### config.mk
export PLATFORM = sky130hd
export DESIGN_NAME = hpbp_port
export DESIGN_NICKNAME = d
export VERILOG_FILES = /design/src/verilog/hpbp_sync.v /design/src/verilog/hpbp_amap.v /design/src/verilog/hpbp_port.v
export VERILOG_INCLUDE_DIRS = /design/src /design/src/verilog
export SDC_FILE = /design/constraint.sdc
export NUM_CORES = 1
export LEC_CHECK = 0
export BUFFER_PORTS_ARGS = -buffer_cell sky130_fd_sc_hd__buf_2
export CAP_MARGIN = 20
export CELL_PAD_IN_SITES_DETAIL_PLACEMENT = 0
export CELL_PAD_IN_SITES_GLOBAL_PLACEMENT = 1
export CORE_MARGIN = 10
export CORE_UTILIZATION = 37
export DETAILED_ROUTE_END_ITERATION = 8
export GPL_ROUTABILITY_DRIVEN = 0
export PLACE_DENSITY = 0.81
export SYNTH_ARGS = -nofsm -noshare
export SYNTH_HDL_FRONTEND = slang
export SYNTH_SLANG_ARGS = --single-unit
### constraint.sdc
create_clock -name I_CORE_CLK -period 1.6 [get_ports I_CORE_CLK]
set_clock_uncertainty 0.1 [all_clocks]
set_input_delay 0.24 -clock I_CORE_CLK [delete_from_list [all_inputs] [get_ports I_CORE_CLK]]
set_output_delay 0.24 -clock I_CORE_CLK [all_outputs]
set_load 0.05 [all_outputs]
### src/verilog/hpbp_defs.vh
`ifndef HPBP_DEFS_VH
`define HPBP_DEFS_VH

// Widths
`define HPBP_AW      5
`define HPBP_DW      8
`define HPBP_NGP     10
`define HPBP_NSY     19

// User I/O slot of each shared pin
`define HPBP_GP_A    0
`define HPBP_GP_RW   5
`define HPBP_GP_CLK  6
`define HPBP_GP_ACK  7
`define HPBP_GP_BI   8
`define HPBP_GP_IRQ  9

// Slots in the synchronised input vector
`define HPBP_SY_A    0
`define HPBP_SY_D    5
`define HPBP_SY_RW   13
`define HPBP_SY_CLK  14
`define HPBP_SY_GP   13
`define HPBP_SY_STRB 18

// Mode B address field taken from the data pins
`define HPBP_MB_DLO  2

// Pin levels
`define HPBP_ACK_A_ON 1'b1
`define HPBP_ACK_B_ON 1'b0
`define HPBP_RW_WR_A  1'b0
`define HPBP_RW_WR_B  1'b1
`define HPBP_STRB_ON  1'b0
`define HPBP_BI_ON    1'b0
`define HPBP_IRQ_ON   1'b0

// Reset values
`define HPBP_RST_BIT  1'b0
`define HPBP_RST_A    5'h00
`define HPBP_RST_D    8'h00
`define HPBP_RST_GP   10'h000
`define HPBP_RST_SY   19'h00000

`endif

### src/verilog/hpbp_sync.v
`default_nettype none
`include "hpbp_defs.vh"

module hpbp_sync
(
   // Clock and reset
   input  wire                  i_clk,
   input  wire                  i_rst_n,
   // Raw pin levels and their synchronised copy
   input  wire [`HPBP_NSY-1:0]  i_d,
   output wire [`HPBP_NSY-1:0]  o_q
);

   reg [`HPBP_NSY-1:0] meta_r;
   reg [`HPBP_NSY-1:0] sync_r;

   genvar i;
   generate
      for (i = 0; i < `HPBP_NSY; i = i + 1)
      begin : g_bit
         // First stage feeds only the second
         always @(posedge i_clk)
         begin
            if (!i_rst_n)
            begin
               meta_r[i] <= `HPBP_RST_BIT;
               sync_r[i] <= `HPBP_RST_BIT;
            end
            else
            begin
               meta_r[i] <= i_d[i];
               sync_r[i] <= meta_r[i];
            end
         end
      end
   endgenerate

   assign o_q = sync_r;

endmodule // hpbp_sync
`default_nettype wire

### src/verilog/hpbp_amap.v
`default_nettype none
`include "hpbp_defs.vh"

module hpbp_amap
(
   // Mode and sampled pins
   input  wire                  i_mode_b,
   input  wire [`HPBP_AW-1:0]   i_a,
   input  wire [`HPBP_DW-1:0]   i_d,
   // Internal register address
   output wire [`HPBP_AW-1:0]   o_addr
);

   wire [`HPBP_AW-1:0] ma_a;
   wire [`HPBP_AW-1:0] mb_a;

   // Host counts from its MSB, so the board wiring already reverses it
   assign ma_a = i_a;

   // Byte enables low, upper bits from the multiplexed bus
   assign mb_a = {i_d[`HPBP_MB_DLO+2:`HPBP_MB_DLO], i_a[1:0]};

   assign o_addr = i_mode_b ? mb_a : ma_a;

endmodule // hpbp_amap
`default_nettype wire

### src/verilog/hpbp_port.v
`default_nettype none
`include "hpbp_defs.vh"

module hpbp_port
(
   // Clock and reset
   input  wire                  I_CORE_CLK,
   input  wire                  I_RST_N,
   // Port configuration
   input  wire                  I_PORT_EN,
   input  wire                  I_MODE_B,
   // Address pins
   input  wire [`HPBP_AW-1:0]   I_A_PIN,
   output wire [`HPBP_AW-1:0]   O_A_OUT,
   output wire [`HPBP_AW-1:0]   O_A_OE,
   // Data pins
   input  wire [`HPBP_DW-1:0]   I_D_PIN,
   output wire [`HPBP_DW-1:0]   O_D_OUT,
   output wire [`HPBP_DW-1:0]   O_D_OE,
   // Read/write pin
   input  wire                  I_RW_PIN,
   output wire                  O_RW_OUT,
   output wire                  O_RW_OE,
   // Interface clock pin
   input  wire                  I_CLK_PIN,
   output wire                  O_CLK_OUT,
   output wire                  O_CLK_OE,
   // Acknowledge pin
   input  wire                  I_ACK_PIN,
   output wire                  O_ACK_OUT,
   output wire                  O_ACK_OE,
   // Burst inhibit pin
   input  wire                  I_BI_PIN,
   output wire                  O_BI_OUT,
   output wire                  O_BI_OE,
   // Interrupt request pin
   input  wire                  I_IRQ_PIN,
   output wire                  O_IRQ_OUT,
   output wire                  O_IRQ_OE,
   // Transfer strobe pin
   input  wire                  I_STRB_PIN,
   // User I/O on the shared pins
   input  wire [`HPBP_NGP-1:0]  I_GPIO_OUT,
   input  wire [`HPBP_NGP-1:0]  I_GPIO_OE,
   output wire [`HPBP_NGP-1:0]  O_GPIO_IN,
   // Internal register side
   output wire [`HPBP_AW-1:0]   O_USR_ADDR,
   output wire [`HPBP_DW-1:0]   O_USR_WDATA,
   output wire                  O_USR_WR,
   output wire                  O_USR_RD,
   input  wire [`HPBP_DW-1:0]   I_USR_RDATA,
   input  wire                  I_USR_IRQ
);

   localparam [1:0] S_IDLE = 2'h0;
   localparam [1:0] S_DATA = 2'h1;
   localparam [1:0] S_RESP = 2'h2;
   localparam [1:0] S_HOLD = 2'h3;

   // Synchronised pins
   wire [`HPBP_NSY-1:0] raw_pins;
   wire [`HPBP_NSY-1:0] sy;
   wire [`HPBP_NGP-1:0] sy_gp;
   wire [`HPBP_AW-1:0]  map_addr;
   wire [`HPBP_DW-1:0]  sy_d;

   reg                  clk_d_r;
   wire                 hclk_rise;
   wire                 strb_on;
   wire                 is_wr;

   // Transfer state
   reg [1:0]            st_r;
   reg [1:0]            st_nxt;
   reg                  wr_r;
   reg                  wr_nxt;
   reg [`HPBP_AW-1:0]   addr_r;
   reg [`HPBP_AW-1:0]   addr_nxt;
   reg [`HPBP_DW-1:0]   wdata_r;
   reg [`HPBP_DW-1:0]   wdata_nxt;
   reg                  usr_wr_r;
   reg                  usr_wr_nxt;
   reg                  usr_rd_r;
   reg                  usr_rd_nxt;
   reg                  ack_on_r;
   reg                  ack_on_nxt;
   reg [`HPBP_DW-1:0]   d_out_r;
   reg [`HPBP_DW-1:0]   d_out_nxt;
   reg                  d_oe_r;
   reg                  d_oe_nxt;

   // Shared pin drive
   reg [`HPBP_NGP-1:0]  func_out;
   reg [`HPBP_NGP-1:0]  func_oe;
   reg [`HPBP_NGP-1:0]  pin_out_r;
   reg [`HPBP_NGP-1:0]  pin_oe_r;
   reg [`HPBP_NGP-1:0]  gp_in_r;
   wire                 ack_lvl;

   assign raw_pins = {I_STRB_PIN, I_IRQ_PIN, I_BI_PIN, I_ACK_PIN, I_CLK_PIN,
                      I_RW_PIN, I_D_PIN, I_A_PIN};

   hpbp_sync u_sync
   (
      .i_clk   (I_CORE_CLK),
      .i_rst_n (I_RST_N),
      .i_d     (raw_pins),
      .o_q     (sy)
   );

   assign sy_d  = sy[`HPBP_SY_D+`HPBP_DW-1:`HPBP_SY_D];
   assign sy_gp = {sy[`HPBP_SY_GP+4:`HPBP_SY_GP], sy[`HPBP_SY_A+`HPBP_AW-1:`HPBP_SY_A]};

   hpbp_amap u_amap
   (
      .i_mode_b (I_MODE_B),
      .i_a      (sy[`HPBP_SY_A+`HPBP_AW-1:`HPBP_SY_A]),
      .i_d      (sy_d),
      .o_addr   (map_addr)
   );

   // Host clock is sampled, not used as a clock; edges lag by about two core cycles
   always @(posedge I_CORE_CLK)
   begin
      if (!I_RST_N)
         clk_d_r <= `HPBP_RST_BIT;
      else
         clk_d_r <= sy[`HPBP_SY_CLK];
   end

   assign hclk_rise = sy[`HPBP_SY_CLK] & ~clk_d_r;
   assign strb_on   = (sy[`HPBP_SY_STRB] == `HPBP_STRB_ON);

   // Write level depends on mode
   assign is_wr = I_MODE_B ? (sy[`HPBP_SY_RW] == `HPBP_RW_WR_B)
                           : (sy[`HPBP_SY_RW] == `HPBP_RW_WR_A);

   always @*
   begin
      st_nxt     = st_r;
      wr_nxt     = wr_r;
      addr_nxt   = addr_r;
      wdata_nxt  = wdata_r;
      usr_wr_nxt = 1'b0;
      usr_rd_nxt = 1'b0;
      ack_on_nxt = ack_on_r;
      d_out_nxt  = d_out_r;
      d_oe_nxt   = d_oe_r;
      if (!I_PORT_EN)
      begin
         st_nxt     = S_IDLE;
         ack_on_nxt = 1'b0;
         d_oe_nxt   = 1'b0;
      end
      else
      begin
         case (st_r)
            S_IDLE:
            begin
               // Address phase on a host clock rise while the strobe is on
               if (hclk_rise && strb_on)
               begin
                  addr_nxt = map_addr;
                  wr_nxt   = is_wr;
                  st_nxt   = S_DATA;
               end
            end
            S_DATA:
            begin
               // Data phase on the next host clock rise, both modes
               if (hclk_rise)
               begin
                  if (wr_r)
                  begin
                     wdata_nxt  = sy_d;
                     usr_wr_nxt = 1'b1;
                  end
                  else
                  begin
                     usr_rd_nxt = 1'b1;
                  end
                  st_nxt = S_RESP;
               end
            end
            S_RESP:
            begin
               // Read data is sampled while the read strobe stands
               if (!wr_r)
               begin
                  d_out_nxt = I_USR_RDATA;
                  d_oe_nxt  = 1'b1;
               end
               ack_on_nxt = 1'b1;
               st_nxt     = S_HOLD;
            end
            S_HOLD:
            begin
               // Acknowledge spans one whole host cycle
               if (hclk_rise)
               begin
                  ack_on_nxt = 1'b0;
                  d_oe_nxt   = 1'b0;
                  st_nxt     = S_IDLE;
               end
            end
            default:
            begin
               st_nxt = S_IDLE;
            end
         endcase
      end
   end

   always @(posedge I_CORE_CLK)
   begin
      if (!I_RST_N)
      begin
         st_r     <= S_IDLE;
         wr_r     <= `HPBP_RST_BIT;
         addr_r   <= `HPBP_RST_A;
         wdata_r  <= `HPBP_RST_D;
         usr_wr_r <= `HPBP_RST_BIT;
         usr_rd_r <= `HPBP_RST_BIT;
         ack_on_r <= `HPBP_RST_BIT;
         d_out_r  <= `HPBP_RST_D;
         d_oe_r   <= `HPBP_RST_BIT;
      end
      else
      begin
         st_r     <= st_nxt;
         wr_r     <= wr_nxt;
         addr_r   <= addr_nxt;
         wdata_r  <= wdata_nxt;
         usr_wr_r <= usr_wr_nxt;
         usr_rd_r <= usr_rd_nxt;
         ack_on_r <= ack_on_nxt;
         d_out_r  <= d_out_nxt;
         d_oe_r   <= d_oe_nxt;
      end
   end

   // Acknowledge polarity flips with the mode
   assign ack_lvl = I_MODE_B ? `HPBP_ACK_B_ON : `HPBP_ACK_A_ON;

   always @*
   begin
      func_out = `HPBP_RST_GP;
      func_oe  = `HPBP_RST_GP;
      // Address, read/write and clock pins stay inputs
      func_out[`HPBP_GP_ACK] = ack_on_r ? ack_lvl : ~ack_lvl;
      func_oe[`HPBP_GP_ACK]  = 1'b1;
      // Burst inhibit has no meaning in mode B, so the pin floats there
      func_out[`HPBP_GP_BI]  = `HPBP_BI_ON;
      func_oe[`HPBP_GP_BI]   = ~I_MODE_B;
      func_out[`HPBP_GP_IRQ] = I_USR_IRQ ? `HPBP_IRQ_ON : ~`HPBP_IRQ_ON;
      func_oe[`HPBP_GP_IRQ]  = 1'b1;
   end

   genvar i;
   generate
      for (i = 0; i < `HPBP_NGP; i = i + 1)
      begin : g_pin
         always @(posedge I_CORE_CLK)
         begin
            if (!I_RST_N)
            begin
               pin_out_r[i] <= `HPBP_RST_BIT;
               pin_oe_r[i]  <= `HPBP_RST_BIT;
               gp_in_r[i]   <= `HPBP_RST_BIT;
            end
            else
            begin
               // Port off hands the pin to user logic
               pin_out_r[i] <= I_PORT_EN ? func_out[i] : I_GPIO_OUT[i];
               pin_oe_r[i]  <= I_PORT_EN ? func_oe[i]  : I_GPIO_OE[i];
               gp_in_r[i]   <= sy_gp[i];
            end
         end
      end
   endgenerate

   // Outputs
   assign O_A_OUT     = pin_out_r[`HPBP_GP_A+`HPBP_AW-1:`HPBP_GP_A];
   assign O_A_OE      = pin_oe_r[`HPBP_GP_A+`HPBP_AW-1:`HPBP_GP_A];
   assign O_RW_OUT    = pin_out_r[`HPBP_GP_RW];
   assign O_RW_OE     = pin_oe_r[`HPBP_GP_RW];
   assign O_CLK_OUT   = pin_out_r[`HPBP_GP_CLK];
   assign O_CLK_OE    = pin_oe_r[`HPBP_GP_CLK];
   assign O_ACK_OUT   = pin_out_r[`HPBP_GP_ACK];
   assign O_ACK_OE    = pin_oe_r[`HPBP_GP_ACK];
   assign O_BI_OUT    = pin_out_r[`HPBP_GP_BI];
   assign O_BI_OE     = pin_oe_r[`HPBP_GP_BI];
   assign O_IRQ_OUT   = pin_out_r[`HPBP_GP_IRQ];
   assign O_IRQ_OE    = pin_oe_r[`HPBP_GP_IRQ];
   assign O_GPIO_IN   = gp_in_r;
   assign O_D_OUT     = d_out_r;
   assign O_D_OE      = {`HPBP_DW{d_oe_r}};
   assign O_USR_ADDR  = addr_r;
   assign O_USR_WDATA = wdata_r;
   assign O_USR_WR    = usr_wr_r;
   assign O_USR_RD    = usr_rd_r;

endmodule // hpbp_port
`default_nettype wire

== Word level (Yosys, flattened, before mapping) ==
Cells that the tools add are included.

* Latch bits: 0
* Bits in registers: 96
* Memories kept: 0
* ROM bits: 0
* Bits in writable memories: 0

* Reduce and logical (&&, ||, !) cells: 12
* Div/mod/pow operators: 0
* Eq/ne operators: 7
* Shift operators: 0
* Magnitude comparators: 0
* Mux-type cells: 20
* Add/sub/neg operators: 0
* Bitwise logic cells: 7
* $mul: 0

{| class="wikitable"
|+ Operator list
! operator !! number
|-
| $mux W1 || 13
|-
| $reduce_and A3 Y1 || 4
|-
| $ne A2 B2 Y1 const B || 4
|-
| $pmux W2 S4 || 1
|-
| $reduce_and A4 Y1 || 2
|-
| $mux W2 || 3
|-
| $not A1 Y1 || 6
|-
| $mux W5 || 1
|-
| $eq A2 B2 Y1 const B || 2
|-
| $pmux W1 S2 || 2
|-
| $reduce_and A2 Y1 || 2
|-
| $eq A2 B1 Y1 const B || 1
|-
| $logic_not A2 Y1 || 1
|-
| $reduce_bool A2 Y1 || 1
|-
| $reduce_or A2 Y1 || 1
|-
| $and A1 B1 Y1 || 1
|-
| $logic_and A1 B1 Y1 || 1
|}

== Depth between registers and ports, before layout ==
Gate-level depths: netlist (run 1).

* Depth after elaboration: 5
* Depth in mapped cells: 6
* Gate-level depth less buffers: 5

== Cells and area by module ==
A second synthesis (run 1) with hierarchy kept.

* Cell total of the unflattened synthesis: 284
* Area, all modules: 3199.3 sq um

{| class="wikitable"
|+ Modules (own cells, without submodules)
! module !! instances !! cells an instance !! sequential area each (sq um) !! area an instance (sq um)
|-
| hpbp_port || 1 || 199 || 1161.1 || 2113.3
|-
| hpbp_sync || 1 || 80 || 760.7 || 1037.2
|-
| hpbp_amap || 1 || 5 || 0.0 || 48.8
|}

== Least setup slack after synthesis (run 1) ==
No wires, ideal clock.

* Path kind: register -> register
* Start: register st_r[0]
* End: register d_out_r[0] (netlist: O_D_OUT[0])
* Path slack: 267 ps
* Library setup time: 117 ps
* Clock period less this slack: 1333 ps
* Data required time: 1383 ps
* Arrival: 1116 ps
* Cell stages (with the launch flop): 7
* Cell sequence: dfxtp_1 > inv_1 > ha_1 > nand3b_1 > buf_4 > mux2i_1 > nor2b_1

* Longest elaborated chain between the ends: 2

{| class="wikitable"
|+ RTL lines
! element !! RTL line !! RTL
|-
| from (decl) || hpbp_port.v:73 || <nowiki>reg [1:0] st_r;</nowiki>
|-
| from (signal assigned) || hpbp_port.v:230 || <nowiki>st_r <= st_nxt;</nowiki>
|-
| $eq A2 B2 Y1 || hpbp_port.v:157 || <nowiki>case (st_r)</nowiki>
|-
| $reduce_and A3 Y1 (no line) || - ||
|-
| to (signal assigned) || hpbp_port.v:225 || <nowiki>d_out_r <= `HPBP_RST_D;</nowiki>
|-
| to (signal assigned) || hpbp_port.v:237 || <nowiki>d_out_r <= d_out_nxt;</nowiki>
|-
| to (decl) || hpbp_port.v:87 || <nowiki>reg [`HPBP_DW-1:0] d_out_r;</nowiki>
|}

Every way passes these cells.
A chain may end at the register's enable or synchronous reset.

== Worst setup path in the final report (run 1) ==
* Start: register st_r[1]
* End: register wdata_r[0] (netlist: O_USR_WDATA[0])

* Longest elaborated chain between the ends: 2

{| class="wikitable"
|+ RTL lines
! element !! RTL line !! RTL
|-
| $eq A2 B1 Y1 || hpbp_port.v:157 ||
|-
| $reduce_and A4 Y1 (no line) || - ||
|-
| to (signal assigned) || hpbp_port.v:221 || <nowiki>wdata_r <= `HPBP_RST_D;</nowiki>
|-
| to (signal assigned) || hpbp_port.v:233 || <nowiki>wdata_r <= wdata_nxt;</nowiki>
|-
| to (decl) || hpbp_port.v:79 || <nowiki>reg [`HPBP_DW-1:0] wdata_r;</nowiki>
|}

Every way passes these cells.

==> results.py, run 1 <==
metrics = {
    "route": {
        "avgViaCountPerCell": 4.22,
        "wl_per_cell_um": 13.0,
        "drtAntennaViolNets": 0,
        "via_count": 2285,
        "first_pass_iters": 4,
        "drtIter0Drc": 60,
        "drc": 0,
        "totalWireLength_mm": 7.04,
    },
    "finish": {
        "area_growth_syn_to_layout_pct": 36.5,
        "layout.cells.non_filler": 541,
        "final_nets": 486,
        "final_cell_mix": "buf_2 (112), dfxtp_1 (95), and2_1 (65)",
        "drive_above_1_share": 0.320,
        "final_common_cell": "buf_2",
        "postLayoutCellArea_um2": 4350,
    },
    "run_status": {
        "status": "completed",
    },
    "floorplan": {
        "ios": 113,
        "rows": 33,
        "initial_core_util": 0.384,
        "die_area_um2": 12700,
        "die_h_um": 113,
        "die_x_um": 113,
        "core_area_um2": 8300,
    },
    "sta": {
        "worst_slack_ps": 108,
        "min_period_ps": 1490,
        "tns_ps": 0,
        "period_share": 0.932,
        "max_clock_freq_mhz": 670,
        "drv_slew": 0,
        "slew_headroom": 0.731,
        "worstMarginPinSlew_ps": 404,
        "rsz0062_at_grt": "no",
        "finalHoldViolations": 0,
        "setup_viol": 0,
    },
    "hold_path": {
        "holdCritPathClass": "in2reg",
    },
    "synth": {
        "synth_area_per_cell_um2": 11.0,
        "ys_types": 29,
        "yosys_warnings": 0,
        "synth_cells": 290,
        "syn_area_um2": 3180,
        "synth.yosys.seq_area_share": 0.604,
        "synth_nets": 346,
        "yosys_register_bits": 96,
    },
    "pwr": {
        "leakagePower_nw": 2.13,
        "p_total_w": 0.00444,
        "peakVddDrop_mv": 0.602,
        "p_per_area_nw_per_um2": 1020,
    },
    "worst_setup_path": {
        "crit_required_ps": 1790,
        "critPathKind": "reg2reg",
        "critPathCaptureType": "flip-flop",
        "critPathMaxFanout": 9,
        "start_kind": "flip-flop",
        "critPathArrivalTime_ps": 1680,
    },
    "cts": {
        "clk_latency_ps": 360,
        "post-cts-setup-buffers": 0,
        "clk_pin_slew_worst_paths_ps": 100,
        "cts-htree-levels": 3,
        "cts_tree": "done",
        "cts_sinks": 96,
        "clockBufferDepth": 2,
        "root_buffer": "clkbuf_8",
        "cts_buffers": 9,
    },
    "place": {
        "portBuffers": 112,
        "place_ws_ps": 8.13,
        "placed_area_um2": 3770,
        "dp.cells": 487,
        "dp_hpwl_mm": 4.87,
    },
    "grt": {
        "grt_max_degree": 50,
        "antenna_found_initial": 1,
        "gr-total-overflow": 0,
        "grt_pass1_wl_mm": 11.4,
        "grt_use_total": 0.111,
        "grt_pass1_vias": 2321,
    },
    "job": {
        "maxCapViolations": 0,
    },
}
final cells by class:
type / count / area (µm²)
Timing Repair Buffer: 153 / 973
Inverter: 7 / 26.3
Tap cell: 105 / 131
Antenna cell: 1 / 2.50
Sequential cell: 96 / 1920
Clock buffer: 9 / 124
Multi-Input combinational cell: 163 / 1090
Clock inverter: 7 / 73.8
Fill cell: 782 / 3950
per-stage QoR:
stage	util	hold WS [ps]
2_1_floorplan	-	250
3_3_place_gp	0.455	316
3_5_place_dp	0.455	315
4_1_cts	0.523	14.7
5_1_grt	0.524	24.4
6_report	0.524	23.5
timing repair:
item / in CTS / in global routing
pin swaps: 0 / 1
setup endpoints to repair: 8 / 2
hold buffers: 37 / 0
resized for setup: 1 / 1
endpoints found under the hold margin: 37 / 0
critical path: stages (launching register included):
cell	delay (ps)
dfxtp_1	360
inv_1	90
ha_1	200
and4_2	440
mux2i_1	220
state kept, by name, summed over array words and instances, names as in the netlist, 2 cells and up:
signal and count:
O_D_OUT 8, O_A_OE 5, O_GPIO_IN 10, u_sync.meta_r 19
u_sync.o_q 19, O_USR_ADDR 5, O_A_OUT 5, O_USR_WDATA 8
st_r 2
logic make-up (layout without fill, tap and decap cells):
logic type | Yosys count | count (layout) | share of synthesized area
buffers and inverters | 31 | 176 | 0.0539
and+or+nand+nor | 118 | 118 | 0.210
xor gates and xnor gates | 2 | 2 | 0.00550
muxes | 28 | 28 | 0.0892
other | 0 | 1 | 0
AOI/OAI and AO/OA | 11 | 11 | 0.0216
adders and majority gates | 4 | 4 | 0.0157
DFF | 96 | 96 | 0.604
report_power, final:
group | switching [W] | internal [W]
registers | 0.0000200 | 0.00247
logic | 0.000224 | 0.000188
clock network | 0.000926 | 0.000614
path summary, 6_finish.rpt:
kind	start	end	slack, ps	cells past startpoint
min	I_USR_RDATA[4]	O_D_OUT[4]	20	3
max	st_r[1]	O_USR_WDATA[0]	110	4
min reg2reg	u_sync.o_q[16]	O_GPIO_IN[8]	340	1
max reg2reg	st_r[1]	O_USR_WDATA[0]	110	4
layer usage:
| layer | routed length [µm] | part of all wire | up-vias | global-route usage |
|---|---|---|---|---|
| met5 | 0 | 0 | - | 0 |
| met4 | 144 | 0.020 | 0 | 0.0567 |
| met3 | 506 | 0.072 | 12 | 0.0433 |
| met2 | 3650 | 0.52 | 62 | 0.195 |
| met1 | 2740 | 0.39 | 1031 | 0.111 |
| li1 | - | - | 1180 | - |
Yosys cell counts, drive strengths merged:
| cell type | number | area, µm² |
|---|---|---|
| nor2b | 10 | 70.1 |
| nand3b | 1 | 7.51 |
| mux2 | 3 | 33.8 |
| nand4b | 1 | 15.0 |
| nand3 | 2 | 10.0 |
| and2b | 1 | 7.51 |
| buf | 17 | 118 |
| xnor2 | 2 | 17.5 |
| dfxtp | 96 | 1920 |
| nor2 | 1 | 3.75 |
| clkbuf | 7 | 27.5 |
| ha | 4 | 50.1 |
| o211a | 1 | 10.0 |
| o21ai | 4 | 20.0 |
| mux2i | 25 | 250 |
| a221oi | 1 | 8.76 |
| and2 | 65 | 407 |
| inv | 7 | 26.3 |
| nor3 | 2 | 10.0 |
| a21oi | 3 | 15.0 |
| o21a | 2 | 15.0 |
| and4 | 1 | 8.76 |
| nand2 | 33 | 124 |
| nand2b | 1 | 6.26 |
Power figures use the tool's default switching activity.
==> run 2: changes to the inputs <==
--- a/config.mk
+++ b/config.mk
@@ -17,4 +17,5 @@
 export PLACE_DENSITY = 0.81
 export SYNTH_ARGS = -nofsm -noshare
 export SYNTH_HDL_FRONTEND = slang
+export SYNTH_HIERARCHICAL = 1
 export SYNTH_SLANG_ARGS = --single-unit
==> results.py, run 2 <==
metrics = {
    "place": {
        "portBuffers": 112,
        "dp_hpwl_mm": 5.25,
        "dp.cells": 484,
    },
    "synth": {
        "synth_commonest_cells": "dfxtp_1 (96), and2_1 (66), nor2b_1 (17)",
        "synthArstFlopShare": 0,
        "synth_top_area_frac": 0.601,
        "yosys_warnings": 6,
        "syn_area_um2": 3200,
        "synth.yosys.seq_area_share": 0.601,
        "yosys_register_bits": 96,
        "ys.flop_type": "dfxtp_1",
        "synth.area.top_cells": "dfxtp_1 (60%), and2_1 (13%), mux2i_1 (5.0%)",
        "synth_nets": 340,
        "yosys.cell_count.top_type": "dfxtp_1",
        "synth_area_per_cell_um2": 11.3,
        "ys_types": 31,
        "yosysTopAreaCell": "dfxtp_1",
        "synth_edf_count": 0,
        "synth_cells": 284,
    },
    "worst_setup_path": {
        "crit_required_ps": 1740,
        "rrSetupSlack_ps": 70,
        "slowest_delay_ps": 350,
        "slowest_stage": "dfxtp_2",
        "start_kind": "flip-flop",
        "critPathCaptureType": "flip-flop",
        "critPathArrivalTime_ps": 1680,
        "critPathMaxFanout": 4,
        "crit_buf_inv": 1,
        "critical_path.top_delay_family": "compound AO/OA/AOI/OAI gates",
        "cp_cell_sequence": "inv_1 -> ha_2 -> or2_2 -> a21oi_4 -> o21bai_1 -> a21oi_1",
        "critPathKind": "reg2reg",
    },
    "finish": {
        "final_cell_mix": "buf_2 (112), dfxtp_1 (95), and2_1 (66)",
        "multi_input_area_um2": 1130,
        "area_growth_syn_to_layout_pct": 36.3,
        "final_common_cell": "buf_2",
        "nFillCells": 753,
        "diodes": 0,
        "drive_above_1_share": 0.340,
        "layout.cells.non_filler": 537,
        "final_nets": 483,
        "final_util": 0.525,
        "seq_area_um2": 1920,
    },
    "sta": {
        "hold_ws_ps": 42.8,
        "slew_headroom": 0.512,
        "setup_viol": 0,
        "rsz0062_at_grt": "yes",
        "max_clock_freq_mhz": 652,
        "period_share": 0.959,
        "drv_slew": 0,
        "worstMarginPinSlew_ps": 730,
        "min_period_ps": 1530,
        "finalHoldViolations": 0,
    },
    "route": {
        "avgViaCountPerCell": 4.26,
        "drtIter0Drc": 31,
        "first_pass_iters": 4,
        "wl_per_cell_um": 13.6,
        "via_count": 2287,
        "totalWireLength_mm": 7.29,
        "drc": 0,
        "drtAntennaViolNets": 0,
    },
    "floorplan": {
        "initial_core_util": 0.385,
        "die_area_um2": 12800,
        "die_x_um": 113,
        "rows": 33,
        "die_h_um": 113,
        "ios": 113,
        "core_area_um2": 8300,
    },
    "pwr": {
        "leakagePower_nw": 2.03,
        "p_per_area_nw_per_um2": 988,
        "p_total_w": 0.00431,
        "peakVddDrop_mv": 0.485,
    },
    "grt": {
        "grt_pass1_vias": 2347,
        "gr-total-overflow": 0,
        "grt_pass1_wl_mm": 11.5,
        "grt_use_total": 0.110,
        "antenna_found_initial": 0,
        "grt_max_degree": 37,
    },
    "cts": {
        "clk_pin_slew_worst_paths_ps": 90,
        "post-cts-setup-buffers": 0,
        "cts-htree-levels": 3,
        "clockBufferDepth": 2,
        "clk_latency_ps": 350,
        "cts_buffers": 9,
        "cts_tree": "done",
        "cts_sinks": 96,
        "root_buffer": "clkbuf_8",
    },
    "hold_path": {
        "holdCritPathClass": "in2reg",
    },
    "job": {
        "maxCapViolations": 0,
    },
    "run_status": {
        "status": "completed",
    },
}
==> run 2: changes by cell type after synthesis, sizes merged, moves of 4 or more <==
cell,delta
nand3,+6
a21boi,+8
o21ai,-4
nor2b,+8
mux2i,-9
nand2,-17
==> run 2: area by class of cell <==
type	instances	share of cell area
Clock buffer	12	0.0333
Clock inverter	4	0.00660
Inverter	4	0.00344
Multi-Input combinational cell	160	0.260
Sequential cell	96	0.441
Tap cell	105	0.0301
Timing Repair Buffer	156	0.226
==> run 2: kinds of logic (layout without fill, tap and decap cells) <==
logic type	count (synthesis)	after routing	share of synthesized area
muxes	19	19	0.0606
buffers and inverters	28	176	0.0594
AOI/OAI and AO/OA	18	18	0.0418
xor gates and xnor gates	2	2	0.00548
adders and majority gates	4	4	0.0156
DFF	96	96	0.601
and+or+nand+nor	117	117	0.216
==> run 2: routing by layer <==
metal | vias to the layer above | wire length (µm) | track usage
met5 | - | 0 | 0
met4 | 0 | 90 | 0.0406
met3 | 7 | 629 | 0.0534
met2 | 61 | 3650 | 0.189
met1 | 1038 | 2920 | 0.113
li1 | 1181 | - | -
==> run 2: worst paths after layout <==
| path | from | cells after the start | endpoint |
|---|---|---|---|
| setup reg to reg | st_r[1] | 6 | st_r[0] |
| hold reg to reg | u_sync/meta_r[14] | 1 | u_sync/o_q[14] |
| hold / removal | I_USR_RDATA[6] | 3 | O_D_OUT[6] |
| setup / recovery | st_r[1] | 6 | st_r[0] |
==> run 2: per-stage QoR <==
stage / setup TNS [ps] / setup slack (ps) / area, µm²
3_5_place_dp: -59.8 / -30.7 / 3770
5_1_grt: -10.9 / -6.89 / 4360
4_1_cts: 0 / 16.5 / 4320
2_1_floorplan: 0 / 97.4 / 3200
6_report: 0 / 65.8 / 4360
3_3_place_gp: 0 / 45.6 / 3770
==> run 2: tightest hold or removal path, stage by stage <==
cell      delay, ps
buf_2           100
nand3_1          50
a21boi_0         60
==> run 2: report_power, final <==
group	internal [W]	switching, W	leakage, nW
Combinational	0.000192	0.000223	1.16
Sequential	0.00246	0.0000223	0.787
Clock	0.000612	0.000794	0.0830
Total	0.00327	0.00104	2.03
==> run 2: what timing repair did <==
action                     CTS  global route
hold endpoints to repair    37             0
hold buffers                37             0
setup endpoints to repair    5            16
gates resized for setup      2             8
pin swaps                    0             2
==> run 3: changes to the inputs <==
--- a/config.mk
+++ b/config.mk
@@ -12,6 +12,7 @@
 export CELL_PAD_IN_SITES_GLOBAL_PLACEMENT = 1
 export CORE_MARGIN = 10
 export CORE_UTILIZATION = 37
+export CTS_BUF_LIST = sky130_fd_sc_hd__clkbuf_4 sky130_fd_sc_hd__clkbuf_8 sky130_fd_sc_hd__clkbuf_16
 export DETAILED_ROUTE_END_ITERATION = 8
 export GPL_ROUTABILITY_DRIVEN = 0
 export PLACE_DENSITY = 0.81
==> results.py, run 3 (same netlist as run 2, synthesis figures left out) <==
metrics = {
    "pwr": {
        "comb_power_share": 0.096,
        "sw_frac_of_total": 0.240,
        "power_frac_seq": 0.572,
        "peakVddDrop_mv": 0.485,
        "intPower_w": 0.00330,
        "leakagePower_nw": 2.03,
        "power_switching_w": 0.00104,
        "pwr-share-clk": 0.332,
        "p_per_area_nw_per_um2": 994,
    },
    "place": {
        "placed_area_um2": 3770,
        "dp_hpwl_mm": 5.25,
        "dp.cells": 484,
        "portBuffers": 112,
    },
    "grt": {
        "grt_pass1_vias": 2352,
        "grt_max_degree": 37,
        "grt_pass1_wl_mm": 11.5,
        "gr-total-overflow": 0,
        "grt_use_total": 0.110,
        "antenna_found_initial": 0,
    },
    "route": {
        "wl_met2_mm": 3.65,
        "dr_wl_met3_um": 610,
        "via_count": 2271,
        "totalWireLength_mm": 7.31,
        "highest_layer": "met4",
        "drtAntennaViolNets": 0,
        "drt-met1-wl_mm": 2.98,
        "avgViaCountPerCell": 4.23,
        "wl_per_cell_um": 13.6,
        "drc": 0,
        "first_pass_iters": 3,
        "drtIter0Drc": 28,
    },
    "finish": {
        "multi_input_area_um2": 1130,
        "layout.cells.non_filler": 537,
        "final_cell_mix": "buf_2 (112), dfxtp_1 (95), and2_1 (66)",
        "diodes": 0,
        "final_util": 0.526,
        "postLayoutCellArea_um2": 4370,
        "nFillCells": 750,
        "final_nets": 483,
        "area_growth_syn_to_layout_pct": 36.5,
        "final_common_cell": "buf_2",
        "seq_area_um2": 1920,
        "drive_above_1_share": 0.345,
    },
    "cts": {
        "cts-htree-levels": 3,
        "clockBufferDepth": 2,
        "clk_latency_ps": 350,
        "root_buffer": "clkbuf_8",
        "cts_tree": "done",
        "cts_sinks": 96,
        "clk_pin_slew_worst_paths_ps": 90,
        "post-cts-setup-buffers": 0,
        "cts_buffers": 9,
    },
    "floorplan": {
        "die_x_um": 113,
        "ios": 113,
        "rows": 33,
        "die_h_um": 113,
        "initial_core_util": 0.385,
        "die_area_um2": 12800,
        "core_area_um2": 8300,
    },
    "sta": {
        "worstMarginPinSlew_ps": 737,
        "max_clock_freq_mhz": 652,
        "drv_slew": 0,
        "hold_ws_ps": 50.0,
        "period_share": 0.958,
        "tns_ps": 0,
        "rsz0062_at_grt": "yes",
        "min_period_ps": 1530,
        "finalHoldViolations": 0,
        "setup_viol": 0,
        "slew_headroom": 0.508,
    },
    "worst_setup_path": {
        "critPathCaptureType": "flip-flop",
        "critPathKind": "reg2reg",
        "crit_required_ps": 1740,
        "start_kind": "flip-flop",
        "critPathMaxFanout": 4,
        "critPathArrivalTime_ps": 1670,
    },
    "hold_path": {
        "holdCritPathClass": "in2reg",
    },
    "job": {
        "maxCapViolations": 0,
    },
    "run_status": {
        "status": "completed",
    },
}
## run 3: routing by layer
layer,track usage,up-vias
met4,0.0431,0
met3,0.0518,5
met2,0.188,61
met1,0.115,1023
li1,-,1182
met5,0,-
## run 3: worst paths after layout
check / start / to / slack [ps] / cells after the start
setup / recovery: st_r[1] / st_r[0] / 70 / 6
hold / removal: I_USR_RDATA[6] / O_D_OUT[6] / 50 / 3
setup reg to reg: st_r[1] / st_r[0] / 70 / 6
hold reg to reg: u_sync/meta_r[4] / u_sync/o_q[4] / 340 / 1
## run 3: power groups by stage
stage               sequential [W]  combinational (W)  clock, W
floorplan                  0.00265           0.000123         0
global placement           0.00254           0.000339         0
detailed placement         0.00254           0.000343         0
CTS                        0.00249           0.000415   0.00151
global route               0.00249           0.000449   0.00159
finish                     0.00249           0.000415   0.00144
## run 3: cell type report
type	instances	area share
Sequential cell	96	0.440
Clock inverter	4	0.00659
Tap cell	105	0.0301
Clock buffer	12	0.0349
Inverter	4	0.00344
Timing Repair Buffer	156	0.225
Multi-Input combinational cell	160	0.260
## run 3: timing repair
| action | in CTS | in global routing |
|---|---|---|
| pin swaps | 0 | 2 |
| hold buffers | 37 | 0 |
| endpoints found under the hold margin | 37 | 0 |
| setup endpoints to repair | 5 | 16 |
| resized for setup | 2 | 8 |
| cloned | 0 | 0 |
## run 3: worst max-delay path, stage by stage (launching register included)
cell and delay, ps:
dfxtp_2 350, inv_1 80, ha_2 190, or2_2 300, a21oi_4 190, o21bai_1 140
a21oi_1 80
## run 3: stage by stage
step / total power [W] / setup WS [ps]
2_1_floorplan: 0.00277 / 97.4
3_3_place_gp: 0.00288 / 45.6
3_5_place_dp: 0.00289 / -30.7
4_1_cts: 0.00442 / 17.2
5_1_grt: 0.00454 / -7.11
6_report: 0.00434 / 66.6
